$ cat config.mk
export PLATFORM = sky130hd
export DESIGN_NAME = tbap_access_port
export DESIGN_NICKNAME = d
export VERILOG_FILES = /design/src/verilog/tbap_pkg.sv /design/src/verilog/tbap_access_port.sv /design/src/verilog/tbap_byte_latch.sv
export VERILOG_INCLUDE_DIRS = /design/src /design/src/verilog
export SDC_FILE = /design/constraint.sdc
export NUM_CORES = 1
export LEC_CHECK = 0
export ABC_AREA = 1
export BUFFER_PORTS_ARGS = -buffer_cell sky130_fd_sc_hd__buf_4
export CORE_MARGIN = 5
export CORE_UTILIZATION = 50
export DETAILED_ROUTE_END_ITERATION = 6
export PLACE_DENSITY = 0.9
export SYNTH_ARGS = -nofsm -noshare
export SYNTH_HDL_FRONTEND = slang
export SYNTH_HIERARCHICAL = 1
export SYNTH_SLANG_ARGS = --single-unit
$ cat constraint.sdc
create_clock -name ref_clk -period 3.35 [get_ports ref_clk]
set_clock_uncertainty 0.2 [all_clocks]
set_input_delay 0.335 -clock ref_clk [delete_from_list [all_inputs] [get_ports ref_clk]]
set_output_delay 0.335 -clock ref_clk [all_outputs]
set_load 0.03 [all_outputs]
$ cat src/verilog/tbap_defs.svh
// constants for the byte access port of the free running timer unit
// assumes inclusion by bare name from the design files
`ifndef TBAP_DEFS_SVH
`define TBAP_DEFS_SVH

// ------------------------------------------------------------
// field positions
// ------------------------------------------------------------
`define TBAP_HI_MSB 15
`define TBAP_HI_LSB 8
`define TBAP_LO_MSB 7
`define TBAP_LO_LSB 0

// ------------------------------------------------------------
// reset values
// ------------------------------------------------------------
`define TBAP_LATCH_RST 8'h00
`define TBAP_WORD_RST 16'h0000

// ------------------------------------------------------------
// timing counts, in ref_clk cycles
// ------------------------------------------------------------
`define TBAP_READ_LATENCY 1

`endif

$ cat src/verilog/tbap_pkg.sv
// types for the byte access port of the free running timer unit
// assumes nothing of its surroundings
package tbap_pkg;

   // register selected by the cpu access
   typedef enum logic [1:0] {
      TBAP_SEL_COUNT,
      TBAP_SEL_CMP_A,
      TBAP_SEL_CMP_B,
      TBAP_SEL_CAPTURE
   } tbap_sel_t;

endpackage

$ cat src/verilog/tbap_access_port.sv
// byte-wide cpu access to the 16-bit registers of the free running timer unit
// assumes cpu strobes and the timer values are on ref_clk, 25 MHz
//
// Notes on behaviour
// - counter, two compares, capture are 16-bit, reached bytewise via one latch
// - high-byte write goes into the latch only, target untouched
// - low-byte write loads target with latched high and new low at once
// - high-byte read of counter or capture returns high, latches low byte
// - following low-byte read returns the latched byte, not the live one
// - compare reads come straight from the register, latch untouched
`timescale 1ns/1ps
`include "tbap_defs.svh"

module tbap_access_port
   import tbap_pkg::*;
(
   input wire logic ref_clk,
   input wire logic reset,
   input tbap_sel_t cpu_sel,
   input wire logic cpu_byte_hi,
   input wire logic cpu_wr,
   input wire logic cpu_rd,
   input wire logic [7:0] cpu_wdata,
   output logic [7:0] cpu_rdata,
   output logic cpu_rvalid,
   input wire logic [15:0] free_running_count,
   input wire logic [15:0] output_compare_a,
   input wire logic [15:0] output_compare_b,
   input wire logic [15:0] input_capture_value,
   output logic [15:0] load_data,
   output logic load_count,
   output logic load_compare_a,
   output logic load_compare_b,
   output logic load_capture
);

   // ------------------------------------------------------------
   // elaboration checks
   // ------------------------------------------------------------
   // the two byte fields must tile the 16-bit word, high above low
   if (((`TBAP_HI_MSB - `TBAP_HI_LSB) != 7) || ((`TBAP_LO_MSB - `TBAP_LO_LSB) != 7)
      || (`TBAP_HI_LSB != (`TBAP_LO_MSB + 1))) begin : g_field_check
      $error("byte fields do not tile the 16-bit word");
   end

   // the select decode covers exactly four targets
   if ($bits(tbap_sel_t) != 2) begin : g_sel_check
      $error("register select must be two bits wide");
   end

   // ------------------------------------------------------------
   // access decode
   // ------------------------------------------------------------
   logic wr_hi;
   logic wr_lo;
   logic rd_go;
   logic via_latch;
   logic latch_load;
   logic [7:0] latch_din;
   logic [7:0] latch_q;
   logic [15:0] live_word;

   // a write and a read in the same cycle: the write is served
   assign wr_hi = cpu_wr && cpu_byte_hi;
   assign wr_lo = cpu_wr && !cpu_byte_hi;
   assign rd_go = cpu_rd && !cpu_wr;
   assign via_latch = (cpu_sel == TBAP_SEL_COUNT) || (cpu_sel == TBAP_SEL_CAPTURE);

   always_comb begin
      unique case (cpu_sel)
         TBAP_SEL_COUNT: live_word = free_running_count;
         TBAP_SEL_CMP_A: live_word = output_compare_a;
         TBAP_SEL_CMP_B: live_word = output_compare_b;
         TBAP_SEL_CAPTURE: live_word = input_capture_value;
      endcase
   end

   // ------------------------------------------------------------
   // holding latch
   // ------------------------------------------------------------
   // compare reads never touch it
   assign latch_load = wr_hi || (rd_go && cpu_byte_hi && via_latch);
   assign latch_din = wr_hi ? cpu_wdata : live_word[`TBAP_LO_MSB:`TBAP_LO_LSB];

   tbap_byte_latch u_latch (
      .ref_clk(ref_clk),
      .reset(reset),
      .load(latch_load),
      .din(latch_din),
      .dout(latch_q)
   );

   // ------------------------------------------------------------
   // write path
   // ------------------------------------------------------------
   always_ff @(posedge ref_clk) begin
      if (reset) begin
         load_data <= `TBAP_WORD_RST;
      end else if (wr_lo) begin
         load_data <= {latch_q, cpu_wdata};
      end
   end

   always_ff @(posedge ref_clk) begin
      if (reset) begin
         load_count <= 1'b0;
         load_compare_a <= 1'b0;
         load_compare_b <= 1'b0;
         load_capture <= 1'b0;
      end else begin
         // only the low byte commits; high byte leaves target alone
         load_count <= wr_lo && (cpu_sel == TBAP_SEL_COUNT);
         load_compare_a <= wr_lo && (cpu_sel == TBAP_SEL_CMP_A);
         load_compare_b <= wr_lo && (cpu_sel == TBAP_SEL_CMP_B);
         load_capture <= wr_lo && (cpu_sel == TBAP_SEL_CAPTURE);
      end
   end

   // ------------------------------------------------------------
   // read path
   // ------------------------------------------------------------
   always_ff @(posedge ref_clk) begin
      if (reset) begin
         cpu_rdata <= `TBAP_LATCH_RST;
      end else if (rd_go) begin
         if (cpu_byte_hi) begin
            cpu_rdata <= live_word[`TBAP_HI_MSB:`TBAP_HI_LSB];
         end else if (via_latch) begin
            cpu_rdata <= latch_q;
         end else begin
            cpu_rdata <= live_word[`TBAP_LO_MSB:`TBAP_LO_LSB];
         end
      end
   end

   always_ff @(posedge ref_clk) begin
      if (reset) begin
         cpu_rvalid <= 1'b0;
      end else begin
         cpu_rvalid <= rd_go;
      end
   end
endmodule

$ cat src/verilog/tbap_byte_latch.sv
// the shared 8-bit holding latch
// assumes a synchronous active-high reset on ref_clk
`timescale 1ns/1ps
`include "tbap_defs.svh"

module tbap_byte_latch (
   input wire logic ref_clk,
   input wire logic reset,
   input wire logic load,
   input wire logic [7:0] din,
   output logic [7:0] dout
);

   always_ff @(posedge ref_clk) begin
      if (reset) begin
         dout <= `TBAP_LATCH_RST;
      end else if (load) begin
         dout <= din;
      end
   end

endmodule

==> impl_metrics.tcl, run 1 <==
set metrics [dict create \
    postRouteAntennaNets 0 \
    crit_path_end_kind "flip-flop" \
    grt_pass1_vias 2370 \
    pwr-share-clk_pct 29.4 \
    areaGrowthSynthToFinish_pct 36.1 \
    wl_per_cell_um 13.2 \
    switching_power_uw 366 \
    grt_max_degree 26 \
    power.share.sequential_pct 42.4 \
    fin_crit_ns 1.78 \
    cts.repair.resized 0 \
    dp.final_hpwl_mm 5.10 \
    numCtsBuffers 5 \
    worstMarginPinSlew_ns 0.637 \
    maxCapViolCount 0 \
    synth_simple_gate_area_share_pct 36.0 \
    num_vias 2538 \
    relSlewSlack_pct 57.6 \
    synth_top_family_by_area "simple AND/OR/NAND/NOR gates" \
    startpoint "cpu_sel[1]" \
    cts_hold_buf 0 \
    cts-root-buf "clkbuf_8" \
    netlist_instances 349 \
    cp-start-kind "primary input" \
    cts.sinks 37 \
    routed_wl_mm 6.58 \
    drive_gt1_share_pct 28.1 \
    synth_compound_area_share_pct 14.8 \
    hold_path_class "primary input to flip-flop" \
    p_leak_nw 1.55 \
    finalSetupTns_ns 0 \
    die_w_um 76.2 \
    vias_per_cell 5.11 \
    ir_worst_vdd_mv 0.299 \
    postCtsSetupBuffers 0 \
    final_area_um2 2980 \
    status "finished, final reports clean" \
    synthAdderAreaFrac_pct 2.28 \
    gp_congestion 0.869 \
    insertion_delay_ns 0.29 \
    clk_path_buf_depth 2 \
    drt_iter0_markers 231 \
    rr_startpoint "u_latch/dout[2]" \
    finalCritPeriodShare_pct 53.1 \
    grt_overflow 0 \
    drc 0 \
    fillers 386 \
    track_usage_pct 22.0 \
    combPwrFrac_pct 28.3 \
    synthMuxAreaShare_pct 0 \
    worstSetupPathType "primary input to flip-flop" \
    hp-start "reset" \
    start_util_pct 51.0 \
    cp_data_arrival_time_ns 1.81 \
    die-area_um2 5810 \
    avgSynthCellArea_um2 6.28 \
    cts_tree "yes" \
    cp.required_ns 3.38 \
    rsz0062_at_grt "false" \
    p_total_mw 1.14 \
    ys_seq_area_share_pct 33.8 \
    p_int_uw 775 \
    cts_max_level 2 \
    antenna_found_initial 0 \
    pin_count 108 \
    grt_pass1_wl_mm 10.7 \
    ys_types 20 \
    die_h_um 76.2 \
    crit_path_max_fanout 17 \
    final_nets 527 \
    finalSetupViolCount 0 \
    yosysWarnings 6 \
    synth-seq-cells 37 \
    hold_slack_ns 0.0179 \
    yosys.area_share.xor_xnor_pct 0 \
    path_clk_slew_ns 0.07 \
    synth_fp_nets 432 \
    p_per_area_nw_per_um2 382 \
    fmax_mhz 562 \
    hold_violations 0 \
    coreArea_um2 4290 \
    antenna_cells 0 \
    netlist_area_um2 2190 \
    num_rows 24 \
    swShare_pct 32.0 \
    slew_violations 0 \
    numPortBuffers 107 \
    dr.pass1.iters 4 \
    placed_cell_area_um2 2890 \
]
cell type report:
cell class / instances / area, µm² / share of cell area, %
multi-input combinational: 265 / 1160 / 39.0
clock buffer: 6 / 82.6 / 2.77
timing repair buffer: 108 / 811 / 27.2
inverter: 27 / 106 / 3.57
tap: 52 / 65.1 / 2.18
sequential: 37 / 741 / 24.8
clock inverter: 2 / 13.8 / 0.461
final timing paths:
check	end	slack, ns	cells after the start
max	u_latch/dout[2]	1.57	11
min	cpu_rvalid	0.02	2
max reg2reg	cpu_rdata[2]	2.33	4
min reg2reg	u_latch/dout[1]	0.27	2
power groups by stage:
stage / logic, mW / clock network (mW) / registers (mW)
after floorplan: 0.158 / 0 / 0.531
after global placement: 0.313 / 0 / 0.492
after detailed placement: 0.320 / 0 / 0.493
after CTS: 0.321 / 0.333 / 0.483
after global routing: 0.355 / 0.357 / 0.487
final: 0.322 / 0.335 / 0.483
synth_stat cells:
cell / count / area, µm²
o21ai_1: 8 / 40.0
dfxtp_1: 37 / 741
nand2_1: 102 / 383
inv_6: 1 / 8.76
a31oi_1: 8 / 50.1
a21oi_1: 22 / 110
clkinv_1: 1 / 3.75
nor2_2: 1 / 6.26
inv_1: 25 / 93.8
nor2_4: 1 / 11.3
nand2_2: 6 / 37.5
buf_2: 1 / 5.00
buf_6: 9 / 101
nor2_1: 72 / 270
clkbuf_1: 2 / 7.51
o21ai_0: 25 / 125
nand3_1: 16 / 80.1
ha_1: 4 / 50.1
buf_4: 7 / 52.6
buf_8: 1 / 15.0
per-layer routing:
metal / wire (µm) / track usage [%] / vias up / part of all wire (%)
li1: - / - / 1288 / -
met1: 2760 / 27.3 / 1127 / 42
met2: 3200 / 37.4 / 111 / 49
met3: 526 / 6.50 / 12 / 8.0
met4: 94 / 5.24 / 0 / 1.4
met5: 0 / 0 / - / 0
through the flow:
step / instances / worst slack [ns] / util (%)
floorplan: 349 / 1.45 / -
global placement: 489 / 1.36 / 67.2
detailed placement: 489 / 1.30 / 67.2
CTS: 497 / 1.59 / 69.5
global route: 497 / 1.35 / 69.5
finish: 497 / 1.57 / 69.5
registers in the layout, summed over array words and instances, names as in the netlist:
register        flops
load_data          16
cpu_rdata           8
u_latch/dout        8
cpu_rvalid          1
load_capture        1
load_compare_a      1
load_compare_b      1
load_count          1
placed cells by master (no fill, tap or decap):
master    netlist  final
nor2_4          1      1
a21oi_1        22     22
nand3_1        16     16
nand2_1       102    102
buf_4           7    108
inv_6           1      1
inv_1          25     25
nand2_2         6      6
a31oi_1         8      8
clkinv_4        0      1
nor2_2          1      1
clkinv_1        1      1
dfxtp_1        37     37
ha_1            4      4
o21ai_1         8      8
o21ai_0        25     25
nor2_1         72     72
clkbuf_8        0      6
clkinv_2        0      1
critical path: stages:
cell and delay, ns:
buf_4 0.12, inv_1 0.08, ha_1 0.52, nand2_1 0.12, nand3_1 0.12, nand2_1 0.08, a31oi_1 0.16, inv_1 0.08
nand2_1 0.06, nand2_1 0.05, nor2_1 0.08
cell families (layout without fill, tap and decap cells):
kind of cell / after synthesis / in the layout
and+or+nand+nor: 198 / 198
buffers and inverters: 47 / 143
adders and majority gates: 4 / 4
AOI/OAI and AO/OA: 63 / 63
DFF: 37 / 37
(Power assumes the default switching activity.)
==> inputs of run 2 (changes only) <==
- CORE_UTILIZATION: 50 -> 46
- PLACE_DENSITY: 0.9 -> 0.84
- clock period: 3.35 -> 1.8 ns (I/O delays scaled with it)
==> run 2 against run 1 <==
  * Combinational power increased by 99%
  * Final cell count is 3.8% higher
  * Final area increased by 5.6%
  * Non-clock buffer count is 18 higher
  * Sequential power rose by 86%
  * Critical path type unchanged
  * Largest cell class unchanged
==> impl_metrics.tcl, run 2 (synthesis gave the netlist of run 1 again) <==
set metrics [dict create \
    num_rows 25 \
    min_path_cells 5 \
    seq_area_um2 741 \
    numCtsBuffers 5 \
    finalSetupTns_ns 0 \
    largest_register_ffs 16 \
    die_h_um 79.0 \
    top_register "load_data" \
    numPortBuffers 107 \
    drt_iter0_markers 185 \
    p_int_mw 1.47 \
    gp_congestion 0.869 \
    hold_violations 0 \
    finalSetupViolCount 0 \
    fmax_mhz 689 \
    startpoint "reset" \
    p_per_area_nw_per_um2 673 \
    cp-start-kind "primary input" \
    crit_path_max_fanout 17 \
    grt_pass1_vias 2508 \
    multi_input_area_um2 1160 \
    swShare_pct 30.9 \
    grt_max_degree 26 \
    worstMarginPinSlew_ns 0.365 \
    maxCapViolCount 0 \
    hold_slack_ns 0.120 \
    clk_path_buf_depth 2 \
    hp-start "free_running_count[0]" \
    status "finished, final reports clean" \
    track_usage_pct 22.6 \
    slew_violations 0 \
    path_clk_slew_ns 0.07 \
    p_leak_nw 1.63 \
    pin_count 108 \
    hold_path_class "primary input to flip-flop" \
    cp_data_arrival_time_ns 1.47 \
    routed_wl_mm 7.01 \
    combPwrFrac_pct 30.2 \
    layout_common_cells "116 x buf_4, 102 x nand2_1, 72 x nor2_1" \
    cts.sinks 37 \
    final_common_cell "buf_4" \
    coreArea_um2 4660 \
    rr_startpoint "u_latch/dout[6]" \
    insertion_delay_ns 0.28 \
    dr.pass1.iters 4 \
    rr_worst_depth 4 \
    power.share.sequential_pct 42.4 \
    relSlewSlack_pct 75.7 \
    cts_max_level 2 \
    fin_crit_ns 1.45 \
    crit_path_end_kind "flip-flop" \
    fillers 428 \
    postCtsSetupBuffers 0 \
    dp.final_hpwl_mm 5.45 \
    drive_gt1_share_pct 28.8 \
    grt_overflow 0 \
    wl_per_cell_um 13.6 \
    cts-root-buf "clkbuf_8" \
    grt_pass1_wl_mm 11.3 \
    antenna_found_initial 0 \
    cts_tree "yes" \
    die-area_um2 6250 \
    antenna_cells 0 \
    cp.required_ns 1.82 \
    worstSetupPathType "primary input to flip-flop" \
    finalCritPeriodShare_pct 80.6 \
    largestRegisters "load_data: 16 flops, cpu_rdata: 8 flops, u_latch/dout: 8 flops" \
    postRouteAntennaNets 0 \
    areaGrowthSynthToFinish_pct 43.7 \
    start_util_pct 47.0 \
    vias_per_cell 4.97 \
    die_w_um 79.0 \
    pwr-share-clk_pct 27.4 \
    drc 0 \
    switching_power_uw 655 \
    num_vias 2562 \
    rsz0062_at_grt "false" \
    ir_worst_vdd_mv 0.369 \
    final_nets 545 \
]
## run 2: power groups by stage
stage               Combinational, mW  Clock, mW  Sequential, mW
floorplan                       0.294          0           0.988
global route                    0.704      0.634           0.906
detailed placement              0.621          0           0.917
global placement                0.611          0           0.917
CTS                             0.640      0.598           0.899
finish                          0.640      0.581           0.900
## run 2: metal layers
metal / GRT usage (%) / wire length [µm]
met5: 0 / 0
met1: 26.8 / 2910
met2: 42.1 / 3550
met4: 4.64 / 56
met3: 4.20 / 500
## run 2: layout make-up
type	instances	share of cell area (%)
tap	54	2.15
inverter	27	3.38
clock buffer	6	2.62
clock inverter	1	0.238
sequential	37	23.5
multi-input combinational	265	36.9
timing repair buffer	126	31.1
## run 2: final timing paths
check,to,slack [ns]
setup / recovery,load_compare_a,0.35
hold / removal,cpu_rdata[0],0.12
hold reg to reg,u_latch/dout[4],0.27
setup reg to reg,cpu_rdata[6],0.77
## run 2: repair_timing
item,in CTS,in global routing
endpoints found under the setup margin,0,0
hold buffers,9,0
resized for setup,0,0
hold endpoints to repair,9,0
## run 2: metrics by stage
step / util (%) / total power [mW] / setup WS (ns) / instances / cell area [µm²]
2_1_floorplan: - / 1.28 / 0.0530 / 349 / 2190
3_3_place_gp: 63.7 / 1.53 / 0.145 / 500 / 2970
3_5_place_dp: 63.7 / 1.54 / 0.116 / 500 / 2970
4_1_cts: 67.6 / 2.14 / 0.360 / 516 / 3150
5_1_grt: 67.6 / 2.24 / 0.191 / 516 / 3150
6_report: 67.6 / 2.12 / 0.349 / 516 / 3150
## run 2: worst max-delay path, stage by stage
cell           delay [ns]
dlygate4sd3_1        0.53
buf_4                0.14
inv_1                0.21
buf_12               0.18
nand2_1              0.11
nor2_1               0.11
